### src/inc/int_resp_pkg.sv
package int_resp_pkg;
  // service addresses
  localparam logic [15:0] NMI_SERVICE_ADDR   = 16'h0066;
  localparam logic [15:0] MODE1_SERVICE_ADDR = 16'h0038;
  // acknowledge cycle length: two automatic wait states
  localparam logic [1:0]  ACK_WAIT_STATES    = 2'h2;
  // maskable response modes
  localparam logic [1:0]  MODE_0             = 2'h0;
  localparam logic [1:0]  MODE_1             = 2'h1;
  localparam logic [1:0]  MODE_2             = 2'h2;
  // call opcode that pulls two more bytes in mode 0
  localparam logic [7:0]  CALL_OPCODE        = 8'hCD;
  localparam logic [1:0]  CALL_EXTRA_READS   = 2'h2;
  // parity/overflow flag position in the flag byte
  localparam int          PV_FLAG_BIT        = 2;
  // interrupt flip-flop state after reset
  localparam logic        IFF_RESET_VALUE    = 1'b0;

  typedef enum logic [1:0] {
    RESP_NONE,
    RESP_NMI,
    RESP_MASKABLE
  } resp_kind_t;
endpackage : int_resp_pkg

### src/inc/iff_ctrl_if.sv
`timescale 1ns/1ps
interface iff_ctrl_if;
  logic op_disable;
  logic op_enable;
  logic op_nmi_return;
  logic nmi_accept;
  logic flag_main;
  logic flag_saved;
  modport ctrl (output op_disable, output op_enable, output op_nmi_return, output nmi_accept,
                input flag_main, input flag_saved);
  modport flags (input op_disable, input op_enable, input op_nmi_return, input nmi_accept,
                 output flag_main, output flag_saved);
endinterface : iff_ctrl_if

### src/hw/int_enable_flags.sv
`timescale 1ns/1ps
module int_enable_flags
  import int_resp_pkg::*;
(
  // clock and reset
  input  wire logic i_clock,
  input  wire logic i_reset_n,
  // control and state
  iff_ctrl_if.flags ctl
);
  logic main_r;
  logic saved_r;

  // ==========================================
  // enable flip-flops
  always_ff @(posedge i_clock) begin
    if (!i_reset_n) begin
      main_r  <= IFF_RESET_VALUE; // [RL15]
      saved_r <= IFF_RESET_VALUE; // [RL15]
    end else if (ctl.nmi_accept) begin
      saved_r <= main_r; // [RL15]
      main_r  <= 1'b0;
    end else if (ctl.op_disable) begin
      main_r  <= 1'b0; // [RL15]
      saved_r <= 1'b0;
    end else if (ctl.op_enable) begin
      main_r  <= 1'b1; // [RL15]
      saved_r <= 1'b1;
    end else if (ctl.op_nmi_return) begin
      main_r  <= saved_r; // [RL15]
    end
  end

  assign ctl.flag_main  = main_r;
  assign ctl.flag_saved = saved_r;

  AST_NMI_COPIES_MAIN: assert property (@(posedge i_clock) disable iff (!i_reset_n) // [RL15]
    ctl.nmi_accept |=> (!main_r && saved_r == $past(main_r)))
    else $error("nmi accept did not save and clear main flag");
  AST_NMI_RETURN_OP_RESTORES: assert property (@(posedge i_clock) disable iff (!i_reset_n) // [RL15]
    (ctl.op_nmi_return && !ctl.nmi_accept && !ctl.op_disable && !ctl.op_enable)
      |=> (main_r == $past(saved_r)))
    else $error("nmi return did not restore main flag");
  AST_EI_SETS_BOTH: assert property (@(posedge i_clock) disable iff (!i_reset_n) // [RL15]
    (ctl.op_enable && !ctl.nmi_accept && !ctl.op_disable) |=> (main_r && saved_r))
    else $error("enable op did not set both flags");
endmodule : int_enable_flags

### src/hw/cpu_interrupt_response.sv
`timescale 1ns/1ps
// Operation
// RL1: non-maskable request wins; maskable request acted on only while enabled.
// RL2: maskable request is a shared wired-OR line; peripherals only pull it active.
// RL3: one non-maskable response; three selectable maskable modes 0, 1, 2.
// RL4: both requests sampled at last clock of each instruction decide servicing.
// RL5: non-maskable request cannot be masked; accepted at next boundary.
// RL6: non-maskable accept without bus hold jumps to 0066H.
// RL7: maskable accept runs acknowledge fetch with io strobe instead of memory strobe; in mode 1 the code skips the acknowledge fetch.
// RL8: acknowledge fetch is lengthened by two automatic wait states.
// RL9: mode 0 peripheral supplies an instruction, usually a restart.
// RL10: mode 0 call uses one acknowledge cycle plus two memory reads.
// RL11: mode 1 acts like non-maskable, jumping to 0038H.
// RL12: mode 2 peripheral drives an 8-bit vector during acknowledge.
// RL13: mode 2 pointer is vector-page high byte and vector low byte.
// RL14: mode 2 vector bit 0 must be zero.
// RL15: reset and disable clear both flags; enable sets; nmi saves; return restores.
// RL16: loading accumulator from vector page or refresh copies saved flag to parity.
// RL17: vector-page register is eight bits, upper byte of table pointer.
// RL18: two mode flip-flops, changed only by mode-select ops, reset mode 0.
module cpu_interrupt_response
  import int_resp_pkg::*;
(
  // clock and reset
  input  wire logic        i_clock,
  input  wire logic        i_reset_n,
  // request pins, active low
  input  wire logic        i_nmi_request_n,
  input  wire logic        i_int_request_n,
  input  wire logic        i_bus_hold_request_n,
  // instruction sequencer
  input  wire logic        i_instr_last_clock,
  input  wire logic        i_disable_ints_op,
  input  wire logic        i_enable_ints_op,
  input  wire logic        i_nmi_return_op,
  input  wire logic        i_mode_select_op,
  input  wire logic [1:0]  i_mode_select_value,
  input  wire logic        i_load_vector_page_op,
  input  wire logic [7:0]  i_vector_page_value,
  input  wire logic        i_load_acc_vector_page_op,
  input  wire logic        i_load_acc_refresh_op,
  input  wire logic [7:0]  i_flags_in,
  input  wire logic        i_sequence_done,
  // data bus during acknowledge
  input  wire logic [7:0]  i_data_bus,
  // bus strobes, active low
  output logic             o_opcode_fetch_cycle_n,
  output logic             o_io_request_strobe_n,
  output logic             o_memory_request_strobe_n,
  // response to sequencer
  output logic             o_resp_start,
  output logic [15:0]      o_service_addr,
  output logic             o_service_indirect,
  output logic [7:0]       o_ack_instruction,
  output logic             o_ack_is_call,
  output logic [1:0]       o_extra_reads,
  output logic             o_vector_odd_error,
  output logic [7:0]       o_flags_out,
  // state
  output logic             o_int_enable_flag_main,
  output logic             o_int_enable_flag_saved,
  output logic             o_response_mode_flag_a,
  output logic             o_response_mode_flag_b,
  output logic [7:0]       o_vector_page,
  output logic             o_busy
);
  typedef enum logic [2:0] {ST_IDLE, ST_ACK_T1, ST_ACK_WAIT, ST_ACK_T3, ST_WAIT_DONE} state_t;

  function automatic logic [15:0] vector_pointer(input logic [7:0] page, input logic [7:0] vec);
    vector_pointer = {page, vec};
  endfunction : vector_pointer

  // ==========================================
  // pin synchronisers
  logic [1:0] nmi_sync_r;
  logic [1:0] int_sync_r;
  logic [1:0] hold_sync_r;
  always_ff @(posedge i_clock) begin
    if (!i_reset_n) begin
      nmi_sync_r  <= 2'h3;
      int_sync_r  <= 2'h3;
      hold_sync_r <= 2'h3;
    end else begin
      nmi_sync_r  <= {nmi_sync_r[0], i_nmi_request_n};
      int_sync_r  <= {int_sync_r[0], i_int_request_n}; // [RL2]
      hold_sync_r <= {hold_sync_r[0], i_bus_hold_request_n};
    end
  end
  // nmi is edge-triggered: a falling edge is latched until serviced
  logic nmi_prev_r;
  logic nmi_pending_r;
  logic nmi_edge;
  assign nmi_edge = nmi_prev_r & ~nmi_sync_r[1];

  // ==========================================
  // flags and mode
  iff_ctrl_if iff_bus ();
  int_enable_flags u_flags (
    .i_clock   (i_clock),
    .i_reset_n (i_reset_n),
    .ctl       (iff_bus.flags)
  );

  state_t     state_r;
  logic [1:0] mode_r;
  logic [7:0] vec_page_r;
  logic [1:0] wait_cnt_r;
  logic       take_nmi;
  logic       take_int;
  logic       boundary;
  logic       hold_active;

  assign boundary    = i_instr_last_clock && state_r == ST_IDLE;
  assign hold_active = ~hold_sync_r[1];
  assign take_nmi    = boundary && (nmi_pending_r || nmi_edge) && !hold_active; // [RL1] [RL5] [RL4]
  assign take_int    = boundary && !take_nmi && !int_sync_r[1]
                       && iff_bus.flag_main && !hold_active; // [RL1] [RL4]

  assign iff_bus.op_disable    = i_disable_ints_op;
  assign iff_bus.op_enable     = i_enable_ints_op;
  assign iff_bus.op_nmi_return = i_nmi_return_op;
  assign iff_bus.nmi_accept    = take_nmi; // [RL15]

  always_ff @(posedge i_clock) begin
    if (!i_reset_n) begin
      nmi_prev_r    <= 1'b1;
      nmi_pending_r <= 1'b0;
    end else begin
      nmi_prev_r    <= nmi_sync_r[1];
      // a new edge wins over the clear
      nmi_pending_r <= nmi_edge | (nmi_pending_r & ~take_nmi); // [RL5]
    end
  end

  always_ff @(posedge i_clock) begin
    if (!i_reset_n)
      mode_r <= MODE_0; // [RL18]
    else if (i_mode_select_op && i_mode_select_value != 2'h3)
      mode_r <= i_mode_select_value; // [RL3] [RL18]
  end

  always_ff @(posedge i_clock) begin
    if (!i_reset_n)
      vec_page_r <= 8'h00;
    else if (i_load_vector_page_op)
      vec_page_r <= i_vector_page_value; // [RL17]
  end

  // ==========================================
  // response sequencer
  always_ff @(posedge i_clock) begin
    if (!i_reset_n) begin
      state_r    <= ST_IDLE;
      wait_cnt_r <= 2'h0;
    end else begin
      case (state_r)
        ST_IDLE: begin
          if (take_nmi || (take_int && mode_r == MODE_1))
            state_r <= ST_WAIT_DONE; // [RL6] [RL11]
          else if (take_int)
            state_r <= ST_ACK_T1; // [RL7]
        end
        ST_ACK_T1: begin
          state_r    <= ST_ACK_WAIT;
          wait_cnt_r <= ACK_WAIT_STATES; // [RL8]
        end
        ST_ACK_WAIT: begin
          wait_cnt_r <= wait_cnt_r - 2'h1;
          if (wait_cnt_r == 2'h1)
            state_r <= ST_ACK_T3; // [RL8]
        end
        ST_ACK_T3:    state_r <= ST_WAIT_DONE;
        ST_WAIT_DONE: if (i_sequence_done) state_r <= ST_IDLE;
        default:      state_r <= ST_IDLE;
      endcase
    end
  end

  logic in_ack;
  assign in_ack = state_r == ST_ACK_WAIT || state_r == ST_ACK_T3;
  always_comb begin
    o_opcode_fetch_cycle_n    = !(state_r == ST_ACK_T1 || in_ack);
    o_io_request_strobe_n     = !in_ack; // [RL7]
    o_memory_request_strobe_n = 1'b1; // [RL7]
  end

  // ==========================================
  // response outputs
  always_ff @(posedge i_clock) begin
    if (!i_reset_n) begin
      o_resp_start       <= 1'b0;
      o_service_addr     <= 16'h0000;
      o_service_indirect <= 1'b0;
      o_ack_instruction  <= 8'h00;
      o_ack_is_call      <= 1'b0;
      o_extra_reads      <= 2'h0;
      o_vector_odd_error <= 1'b0;
    end else begin
      o_resp_start <= 1'b0;
      if (take_nmi) begin
        o_resp_start       <= 1'b1;
        o_service_addr     <= NMI_SERVICE_ADDR; // [RL6]
        o_service_indirect <= 1'b0;
      end else if (take_int && mode_r == MODE_1) begin
        o_resp_start       <= 1'b1;
        o_service_addr     <= MODE1_SERVICE_ADDR; // [RL11]
        o_service_indirect <= 1'b0;
      end else if (state_r == ST_ACK_T3) begin
        o_resp_start <= 1'b1;
        if (mode_r == MODE_2) begin
          o_service_addr     <= vector_pointer(vec_page_r, i_data_bus); // [RL13] [RL12]
          o_service_indirect <= 1'b1;
          o_vector_odd_error <= i_data_bus[0]; // [RL14]
        end else begin
          o_ack_instruction  <= i_data_bus; // [RL9]
          o_ack_is_call      <= i_data_bus == CALL_OPCODE; // [RL10]
          o_extra_reads      <= (i_data_bus == CALL_OPCODE) ? CALL_EXTRA_READS : 2'h0; // [RL10]
          o_service_indirect <= 1'b0;
        end
      end
    end
  end

  always_comb begin
    o_flags_out = i_flags_in;
    if (i_load_acc_vector_page_op || i_load_acc_refresh_op)
      o_flags_out[PV_FLAG_BIT] = iff_bus.flag_saved; // [RL16]
  end

  assign o_int_enable_flag_main  = iff_bus.flag_main;
  assign o_int_enable_flag_saved = iff_bus.flag_saved;
  assign o_response_mode_flag_a  = mode_r[0];
  assign o_response_mode_flag_b  = mode_r[1];
  assign o_vector_page           = vec_page_r;
  assign o_busy                  = state_r != ST_IDLE;

  // ==========================================
  // checks
  AST_NMI_PRIORITY: assert property (@(posedge i_clock) disable iff (!i_reset_n) // [RL1]
    take_nmi |-> !take_int)
    else $error("maskable taken together with nmi");
  AST_INT_MASKED: assert property (@(posedge i_clock) disable iff (!i_reset_n) // [RL1]
    take_int |-> iff_bus.flag_main)
    else $error("maskable taken while disabled");
  AST_NMI_ADDR: assert property (@(posedge i_clock) disable iff (!i_reset_n) // [RL6]
    take_nmi |=> (o_resp_start && o_service_addr == NMI_SERVICE_ADDR))
    else $error("nmi address wrong");
  AST_MODE1_ADDR: assert property (@(posedge i_clock) disable iff (!i_reset_n) // [RL11]
    (take_int && mode_r == MODE_1) |=> (o_service_addr == MODE1_SERVICE_ADDR && o_io_request_strobe_n))
    else $error("mode 1 address wrong");
  AST_ACK_STROBES: assert property (@(posedge i_clock) disable iff (!i_reset_n) // [RL7] [RL8]
    (take_int && mode_r != MODE_1) |=> ##1 (!o_io_request_strobe_n && !o_opcode_fetch_cycle_n)[*3]
      ##1 o_io_request_strobe_n)
    else $error("acknowledge cycle length wrong");
  AST_MODE2_PTR: assert property (@(posedge i_clock) disable iff (!i_reset_n) // [RL13]
    (state_r == ST_ACK_T3 && mode_r == MODE_2) |=> o_service_addr == {$past(vec_page_r), $past(i_data_bus)})
    else $error("vector pointer wrong");
  AST_CALL_READS: assert property (@(posedge i_clock) disable iff (!i_reset_n) // [RL10]
    (state_r == ST_ACK_T3 && mode_r == MODE_0 && i_data_bus == CALL_OPCODE) |=> o_extra_reads == CALL_EXTRA_READS)
    else $error("call extra reads wrong");
  AST_PV_COPY: assert property (@(posedge i_clock) disable iff (!i_reset_n) // [RL16]
    (i_load_acc_vector_page_op || i_load_acc_refresh_op) |-> o_flags_out[PV_FLAG_BIT] == o_int_enable_flag_saved)
    else $error("parity flag not copied");
  AST_MODE_HOLD: assert property (@(posedge i_clock) disable iff (!i_reset_n) // [RL18]
    !i_mode_select_op |=> $stable(mode_r))
    else $error("mode changed without select op");
endmodule : cpu_interrupt_response

### config.mk
export PLATFORM = sky130hd
export DESIGN_NAME = cpu_interrupt_response
export DESIGN_NICKNAME = d
export VERILOG_FILES = /design/src/inc/int_resp_pkg.sv /design/src/inc/iff_ctrl_if.sv /design/src/hw/int_enable_flags.sv /design/src/hw/cpu_interrupt_response.sv
export SDC_FILE = /design/constraint.sdc
export NUM_CORES = 1
export LEC_CHECK = 0
export ABC_AREA = 1
export BUFFER_PORTS_ARGS = -buffer_cell sky130_fd_sc_hd__buf_4
export CAP_MARGIN = 0
export CORE_MARGIN = 1
export CORE_UTILIZATION = 35
export CTS_BUF_LIST = sky130_fd_sc_hd__clkbuf_16
export DETAILED_ROUTE_END_ITERATION = 10
export HOLD_SLACK_MARGIN = 0.12
export PLACE_DENSITY = 0.64
export SETUP_SLACK_MARGIN = 0.1
export SLEW_MARGIN = 5
export SYNTH_ARGS = -nofsm -noshare
export SYNTH_HDL_FRONTEND = slang
export SYNTH_SLANG_ARGS = --single-unit
### constraint.sdc
create_clock -name i_clock -period 2.1 [get_ports i_clock]
set_input_delay 0.42 -clock i_clock [delete_from_list [all_inputs] [get_ports i_clock]]
set_output_delay 0.42 -clock i_clock [all_outputs]
set_load 0.01 [all_outputs]
* Word-level counts from Yosys, hierarchy flattened
Index checks and enable logic that the tools add are counted.
** Cells by class
- Add/sub/neg operators :: 1
- Multiply operators :: 0
- Divide/modulo/power cells :: 0
- $lt $le $gt $ge :: 0
- Eq/ne operators :: 12
- Shifts and indexed selects :: 0
- Muxes and demuxes :: 21
- Bitwise gates (word level) :: 8
- Reduce and logical (&&, ||, !) cells :: 36
** Operators with widths (number)
- $mux W7 :: 4
- $pmux W3 S5 :: 1
- $mux W3 :: 4
- $reduce_bool A3 Y1 :: 4
- $mux W1 :: 10
- $logic_and A1 B1 Y1 :: 9
- $eq A8 B8 Y1 const B :: 1
- $reduce_and A4 Y1 :: 2
- $reduce_bool A2 Y1 :: 4
- $eq A3 B2 Y1 const B :: 2
- $ne A2 B2 Y1 const B :: 3
- $reduce_and A2 Y1 :: 3
- $reduce_or A3 Y1 :: 2
- $logic_or A1 B1 Y1 :: 5
- $not A1 Y1 :: 5
- $eq A2 B1 Y1 const B :: 2
- $logic_not A1 Y1 :: 4
- $pmux W2 S2 :: 1
- $eq A3 B1 Y1 const B :: 1
- $eq A3 B3 Y1 const B :: 1
- $logic_not A3 Y1 :: 1
- $ne A3 B2 Y1 const B :: 1
- $reduce_and A3 Y1 :: 1
- $and A1 B1 Y1 :: 2
- other kinds (5) :: 5
** Storage, ports and cells
- Bits in registers :: 55
- Latch bits :: 0
- Memory bits (writable) :: 0
- Bits in read-only memories :: 0
- Input bits :: 40
- Output and inout bits :: 54
- Word-level logic and storage cells :: 98
- Memories kept :: 0

* Depth between registers and ports, before layout
Gate-level depths: netlist (run 1).
- Depth in word-level cells :: 14
- Gate-level depth with buffers :: 10
- Depth with buffers taken out :: 10

* Modules after synthesis
From an unflattened synthesis (run 1), not the netlist that was laid out.
** Second synthesis, totals
- Cell total of the unflattened synthesis :: 278
- Area, all modules :: 2133.3 um^2
** Modules (own cells, without submodules)
- cpu_interrupt_response :: times used 1, cells each 262, area an instance 2035.7 um^2, seq. area each 1021.0 um^2
- int_enable_flags :: times used 1, cells each 16, area an instance 97.6 um^2, seq. area each 40.0 um^2

* Least setup slack after synthesis (run 1)
Ideal clock, no wire load.
- Kind :: input port to output port
- From :: input port i_load_acc_refresh_op
- To :: output port o_flags_out[2]
- Arrival time :: 871 ps
- Data required time :: 1680 ps
- Setup slack :: 809 ps
- Stages :: 2
- Buffers on the path :: 0
- Cell sequence :: nor2_1 -> mux2_2
** On the way
- Word-level cells in the longest chain between the ends :: 2
** Ends and longest elaborated chain
- from (decl) :: RTL line cpu_interrupt_response.sv:41 : input wire logic i_load_acc_refresh_op,
- $logic_or A1 B1 Y1 :: RTL line cpu_interrupt_response.sv:226 : if (i_load_acc_vector_page_op || i_load_acc_refresh_op)
- $mux W1 :: RTL line cpu_interrupt_response.sv:226
- to (decl) :: RTL line cpu_interrupt_response.sv:58 : output logic [7:0] o_flags_out,
No other way between the ends.

* Worst setup path in the final report (run 1)
- From :: register state_r[1]
- To :: register o_ack_instruction[5]
** On the way
- Word-level cells in the longest chain between the ends :: 12
- Elaborated cells between the ends (all ways) :: 14
- Classes of those cells :: 1 x eq/ne; 2 x bitwise; 11 x reduce/logical
** Ends and longest elaborated chain
- from (decl) :: RTL line cpu_interrupt_response.sv:104 : state_t state_r;
- from (signal assigned) :: RTL line cpu_interrupt_response.sv:153 : state_r <= ST_IDLE;
- from (signal assigned) :: RTL line cpu_interrupt_response.sv:159 : state_r <= ST_WAIT_DONE;
- from (signal assigned) :: RTL line cpu_interrupt_response.sv:161 : state_r <= ST_ACK_T1;
- $logic_not A3 Y1 :: RTL line cpu_interrupt_response.sv:113 : assign boundary = i_instr_last_clock && state_r == ST_IDLE;
- $logic_and A1 B1 Y1 :: RTL line cpu_interrupt_response.sv:113
- $logic_and A1 B1 Y1 (2 in a row) :: RTL line cpu_interrupt_response.sv:115 : assign take_nmi = boundary && (nmi_pending_r || nmi_edge) && !hold_active;
- $logic_not A1 Y1 :: RTL line cpu_interrupt_response.sv:116 : assign take_int = boundary && !take_nmi && !int_sync_r[1]
- $logic_and A1 B1 Y1 (2 in a row) :: RTL line cpu_interrupt_response.sv:116
- $logic_and A1 B1 Y1 (2 in a row) :: RTL line cpu_interrupt_response.sv:117 : && iff_bus.flag_main && !hold_active;
- $logic_and A1 B1 Y1 :: RTL line cpu_interrupt_response.sv:204 : end else if (take_int && mode_r == MODE_1) begin
- $not A1 Y1 (no source line)
- $reduce_and A4 Y1 (no source line) *
- to (signal assigned) :: RTL line cpu_interrupt_response.sv:215 : o_ack_instruction <= i_data_bus;
- to (decl) :: RTL line cpu_interrupt_response.sv:54 : output logic [7:0] o_ack_instruction,
Mark *: on every way between the ends. The rest lies on a longest branch, timed or not.
A chain may end at the register's enable or synchronous reset.

==> reports/metrics.csv, run 1 <==
stage;metric;value;unit
status;status;finished, final reports clean;
worst_setup_path;cp-start-kind;flip-flop;
clock_network;cts.sinks;53;
drt;drt-total-wl;5090;um
power_and_ir_drop;power.leakage;0.00133;uW
placed_design;preCtsSetupSlack;555;ps
drt;wl_met1;2500;um
grt;first_global_vias;1729;
timing;finalWorstSetupSlack;531;ps
timing;rsz0062_at_grt;no;
timing;max_freq;637;MHz
final_layout;stdcell_area;2870;um2
floorplanning;die_w;81.2;um
floorplanning;core;5990;um2
floorplanning;start_util;0.367;
power_and_ir_drop;p_comb_frac;0.232;
floorplanning;io_pins;94;
power_and_ir_drop;p_sw_frac;0.295;
grt;grt_pass1_wl;8310;um
worst_setup_path;cp.arrival;1750;ps
synthesis;synth_nets;308;
worst_setup_path;required;2280;ps
clock_network;cts.path.max_buffers;2;
grt;grt_max_degree;26;
timing;finClkSkew;2.53;ps
floorplanning;row_count;28;
drt;num_vias;1869;
power_and_ir_drop;power_density;881;nW/um2
drt;ant_nets;0;
clock_network;clock_latency;280;ps
final_layout;nNetsFinal;375;
floorplanning;die-area;6590;um2
drt;via_per_inst;4.56;
worst_setup_path;crit_slowest_cell;dfxtp_1;
worst_setup_path;cp_cell_sequence;nand2_2, nor2_4, inv_2, nor2_2, inv_1, nor2_1, nor2_1;
synthesis;ys_types;38;
worst_setup_path;cp_common_cell;nor2_1;
drt;drt_iter0_drc;79;
synthesis;yosysSeqAreaShare;0.483;
power_and_ir_drop;p_switching;747;uW
placed_design;io_buffers;77;
synthesis;ys_seq_elements;53;
clock_network;root_buffer;clkbuf_16;
final_layout;final_cell_mix;buf_4, dfxtp_1, nand2_1;
grt;grt_use_total;0.164;
power_and_ir_drop;ir_drop;0.000352;V
placed_design;place_congestion;0.772;
final_layout;antenna_cells;0;
placed_design;place_area;2730;um2
clock_network;cts_tree;done;
final_layout;drive_gt1_frac;0.352;
worst_setup_path;path_class;reg -> reg;
synthesis;synthTopCellsByArea;dfxtp_1, nand2_1, nor2_1;
worst_setup_path;cp_max_fo;12;
final_layout;layout.cells.most_common;buf_4;
clock_network;cts_resized;0;
power_and_ir_drop;clock_power_share;0.310;
flow_run;cap_violations;0;
timing;finalHoldViolations;0;
timing;tns;0;ps
hold_path;min_path_type;in -> reg;
drt;drcViolationCount;0;
drt;dr.pass1.iters;6;
clock_network;cts_inserted_buffers;5;
final_layout;final.fill_count;595;
power_and_ir_drop;p_int;1780;uW
power_and_ir_drop;p_seq_frac;0.458;
worst_setup_path;end_kind;flip-flop;
synthesis;synth_top_area_frac;0.483;
timing;drv_slew;0;
synthesis;syn_inst;267;
floorplanning;fp.dieH;81.2;um
timing;setup_viol;0;
drt;highest_layer;met4;
final_layout;areaGrowthSynthToFinish;30.8;%
timing;worst_pin_slew;538;ps
synthesis;ys.warnings.count;0;
placed_design;hpwlAfterDp;3750;um
clock_network;htreeDepth;2;
synthesis;synth_area;2200;um2
grt;grt_antenna_before_repair;0;
drt;met3_length;266;um
drt;wl_met2;2240;um
timing;relSlewSlack;0.641;
grt;overflow;0;
clock_network;path_clk_slew;60;ps
worst_setup_path;cp_slowest_stage_delay;440;ps
synthesis;synth.largest_area_cell;dfxtp_1;
timing;finalCritPeriodShare;0.747;
timing;min_period;1570;ps
clock_network;post-cts-setup-buffer-count;0;
clock_network;hold_buffers;0;
synthesis;avgSynthCellArea;8.22;um2
drt;wl_per_cell;12.4;um
sequential cells by signal, summed over array words and instances (netlist names):
register and count:
o_extra_reads 1, o_vector_page 8, nmi_prev_r 1, o_service_addr 16, o_vector_odd_error 1, u_flags.ctl.flag_saved 1, wait_cnt_r 2, int_sync_r 2
nmi_sync_r 2, o_ack_instruction 8, state_r 3, mode_r 2, hold_sync_r 2, o_service_indirect 1, o_resp_start 1, u_flags.ctl.flag_main 1
nmi_pending_r 1
per-stage QoR:
step                      utilization  hold slack [ps]  instances  total power (uW)
after floorplan                     -              392        267              1550
after global placement          0.456              396        402              1760
after detailed placement        0.456              400        402              1770
after CTS                       0.480              298        410              2560
after global routing            0.480              308        410              2690
final                           0.480              302        410              2530
worst max-delay path, delay by kind of cell, from the launching register on:
family	cells	cell delay, ps
simple gates	5	750
flops	1	440
buf+inv	2	260
Yosys cell counts, drive strengths merged:
library cell  instances
nor2                 42
nand3                 5
o21ai                20
conb                  2
or2                   7
nand3b                2
o31ai                 1
nor4                  1
buf                  15
a21oi                27
o22ai                 1
nor3                  3
inv                  25
dfxtp                53
clkbuf                2
nand2                51
mux2                  1
a211oi                2
ha                    1
a31oi                 1
nand4                 4
a21boi                1
final timing paths:
check,slack (ps),to,start,cells past startpoint
max,530,o_ack_instruction[5],state_r[1],7
min,300,u_flags.ctl.flag_main,i_disable_ints_op,2
max reg2reg,530,o_ack_instruction[5],state_r[1],7
min reg2reg,420,int_sync_r[1],int_sync_r[0],1
cells by family (layout without fill, tap and decap cells):
logic type,Yosys count,in the layout,share of synthesized area
other,2,2,0.00342
adders and majority gates,1,1,0.00570
muxes,1,1,0.00513
DFF,53,53,0.483
AOI/OAI and AO/OA,53,53,0.144
buffers and inverters,42,110,0.108
and+or+nand+nor,115,115,0.251
power by group through the flow:
stage	clock (uW)	combinational [uW]	sequential (uW)
after floorplan	0	362	1180
after global placement	0	578	1180
after detailed placement	0	590	1180
after CTS	810	592	1160
after global routing	850	667	1170
final	785	588	1160
final cells by class:
class	instances	area (um2)	share of cell area
clock buffer	5	125	0.0436
clock inverter	3	17.5	0.00610
inverter	25	98.8	0.0344
multi-input combinational	172	898	0.313
sequential	53	1060	0.369
tap	75	93.8	0.0327
timing repair buffer	77	578	0.201
metal layers:
| metal | up-vias | global-route usage |
|---|---|---|
| met5 | - | 0 |
| met4 | 0 | 0.0554 |
| met3 | 7 | 0.0371 |
| met2 | 49 | 0.254 |
| met1 | 836 | 0.223 |
| li1 | 977 | - |
(Power assumes the default switching activity.)
==> inputs of run 2 (changes only) <==
PLACE_DENSITY = 0.66   (was 0.64)
clock period = 1.4 ns   (was 2.1 ns; I/O delays follow)
==> run 2 against run 1 <==
Net effect:
- die area unchanged
- global-route usage up 0.24 points
- hold slack got worse by 140 ps
- combinational power up 62%
- total power is 62% higher
- clock-buffer cell count did not move
==> reports/metrics.csv, run 2 (same netlist as run 1, synthesis figures left out) <==
stage;metric;value;unit;change
timing;finalWorstSetupSlack;103;ps;-428 ps
placed_design;place_area;2770;um2;+1.4%
worst_setup_path;ff2ff_setup_slack;110;ps;-420 ps
final_layout;drive_gt1_frac;0.391;;+0.0384
grt;grt_antenna_before_repair;0;;unchanged
drt;highest_layer;met4;;
drt;via_per_inst;4.67;;+2.5%
power_and_ir_drop;p_int;2920;uW;+64%
floorplanning;io_pins;94;;unchanged
drt;ant_nets;0;;unchanged
final_layout;final_cell_mix;buf_4, dfxtp_1, nand2_1;;
clock_network;htreeDepth;2;;unchanged
worst_setup_path;startpoint;state_r[0];;
grt;grt_pass1_wl;8160;um;-1.7%
final_layout;layout.cells.most_common;buf_4;;
grt;grt_use_total;0.166;;+0.00241
power_and_ir_drop;p_switching;1190;uW;+60%
placed_design;io_buffers;77;;unchanged
final_layout;largest_reg_flops;16;;unchanged
drt;drcViolationCount;0;;unchanged
clock_network;clock_latency;290;ps;about the same
placed_design;place_congestion;0.796;;+3.1%
worst_setup_path;timing.rr.start;mode_r[1];;
final_layout;regMostFlops;o_service_addr;;
power_and_ir_drop;power_density;1360;nW/um2;+55%
worst_setup_path;rr_endpoint;o_ack_instruction[7];;
worst_setup_path;cp-start-kind;flip-flop;;
grt;grt_max_degree;26;;unchanged
drt;met3_length;234;um;-12%
worst_setup_path;end_kind;primary output;;
final_layout;nNetsFinal;384;;+2.4%
worst_setup_path;crit_end;o_busy;;
clock_network;cts_inserted_buffers;5;;unchanged
timing;tns;0;ps;unchanged
grt;overflow;0;;unchanged
hold_path;min_path_type;in -> reg;;
flow_run;cap_violations;0;;unchanged
power_and_ir_drop;clock_power_share;0.339;;+0.029
drt;wl_met2;2460;um;+9.6%
floorplanning;row_count;28;;unchanged
drt;dr.pass1.iters;4;;-2
timing;setup_viol;0;;unchanged
worst_setup_path;rr_worst_depth;6;;-1
power_and_ir_drop;p_comb_frac;0.232;;about the same
power_and_ir_drop;ir_drop;0.000577;V;+64%
placed_design;hpwlAfterDp;3820;um;+2.0%
final_layout;stdcell_area;3010;um2;+4.9%
timing;max_freq;771;MHz;
clock_network;cts.sinks;53;;unchanged
power_and_ir_drop;power.leakage;0.00138;uW;+4.3%
clock_network;hold_buffers;0;;unchanged
power_and_ir_drop;p_seq_frac;0.428;;-0.030
clock_network;cts.path.max_buffers;2;;unchanged
drt;wl_per_cell;12.6;um;+1.7%
floorplanning;start_util;0.367;;unchanged
timing;holdWs;158;ps;-144 ps
timing;rsz0062_at_grt;yes;;
floorplanning;die-area;6590;um2;unchanged
drt;wl_met1;2520;um;+0.56%
floorplanning;fp.dieH;81.2;um;unchanged
timing;finalCritPeriodShare;0.926;;
drt;num_vias;1953;;+4.5%
final_layout;areaGrowthSynthToFinish;37.3;%;
clock_network;root_buffer;clkbuf_16;;
worst_setup_path;required;1120;ps;-1160 ps
grt;first_global_vias;1724;;-0.29%
clock_network;cts_tree;done;;
drt;drt-total-wl;5280;um;+3.7%
worst_setup_path;path_class;reg -> out;;
worst_setup_path;cp_max_fo;4;;-8
drt;drt_iter0_drc;91;;+15%
status;status;finished, final reports clean;;
timing;finalHoldViolations;0;;unchanged
timing;min_period;1300;ps;
placed_design;preCtsSetupSlack;47.6;ps;-507 ps
timing;drv_slew;0;;unchanged
floorplanning;core;5990;um2;unchanged
timing;finClkSkew;6.34;ps;+3.81 ps
worst_setup_path;cp.arrival;1020;ps;-730 ps
final_layout;antenna_cells;0;;unchanged
clock_network;path_clk_slew;70;ps;about the same
power_and_ir_drop;p_sw_frac;0.290;;-0.00517
floorplanning;die_w;81.2;um;unchanged
-- run 2: cell types whose count changed in the layout (fill, tap and decap cells not counted), sizes merged --
cell	change
nand2	+1
clkinv	-2
bufinv	+1
buf	+8
-- run 2: final cells by class --
cell class,instances,area (um2)
fillers,585,2980
flip-flops and latches,53,1070
multi-input cells,173,933
repair buffers,85,646
clock buffers,5,125
inverters,25,106
well taps,75,93.8
clock inverters,2,38.8
-- run 2: timing repair --
action / CTS / global route
cloned: 1 / 0
setup endpoints to repair: 21 / 22
buffers inserted: 0 / 3
pin swaps: 1 / 3
resized for setup: 9 / 8
-- run 2: routing by layer --
| metal | global-route usage | vias up |
|---|---|---|
| li1 | - | 998 |
| met1 | 0.222 | 889 |
| met2 | 0.259 | 60 |
| met3 | 0.0360 | 6 |
| met4 | 0.0661 | 0 |
| met5 | 0 | - |
-- run 2: how the worst min path moves through the flow --
stage | startpoint | end | slack (ps) | depth (start not counted)
floorplan | i_disable_ints_op | u_flags.ctl.flag_main | 360 | 1
global placement | nmi_sync_r[0] | nmi_sync_r[1] | 390 | 1
detailed placement | nmi_sync_r[0] | nmi_sync_r[1] | 400 | 1
CTS | i_disable_ints_op | u_flags.ctl.flag_main | 150 | 2
global route | i_disable_ints_op | u_flags.ctl.flag_main | 160 | 2
finish | i_disable_ints_op | u_flags.ctl.flag_main | 160 | 2
-- run 2: per-stage QoR --
stage               instances   util  total power [uW]
global route              418  0.503              4300
global placement          407  0.462              2660
finish                    418  0.503              4110
detailed placement        407  0.462              2670
floorplan                 267      -              2320
CTS                       415  0.495              4100
-- run 2: power by group through the flow --
stage	Combinational (uW)	Sequential, uW	Clock (uW)
floorplan	544	1780	0
global placement	887	1770	0
detailed placement	893	1770	0
CTS	930	1760	1410
global route	1050	1770	1470
finish	955	1760	1400
-- run 2: critical path, stage by stage (launching register included) --
cell	delay, ps
dfxtp_4	370
nor2_4	130
nand2_1	80
buf_4	150
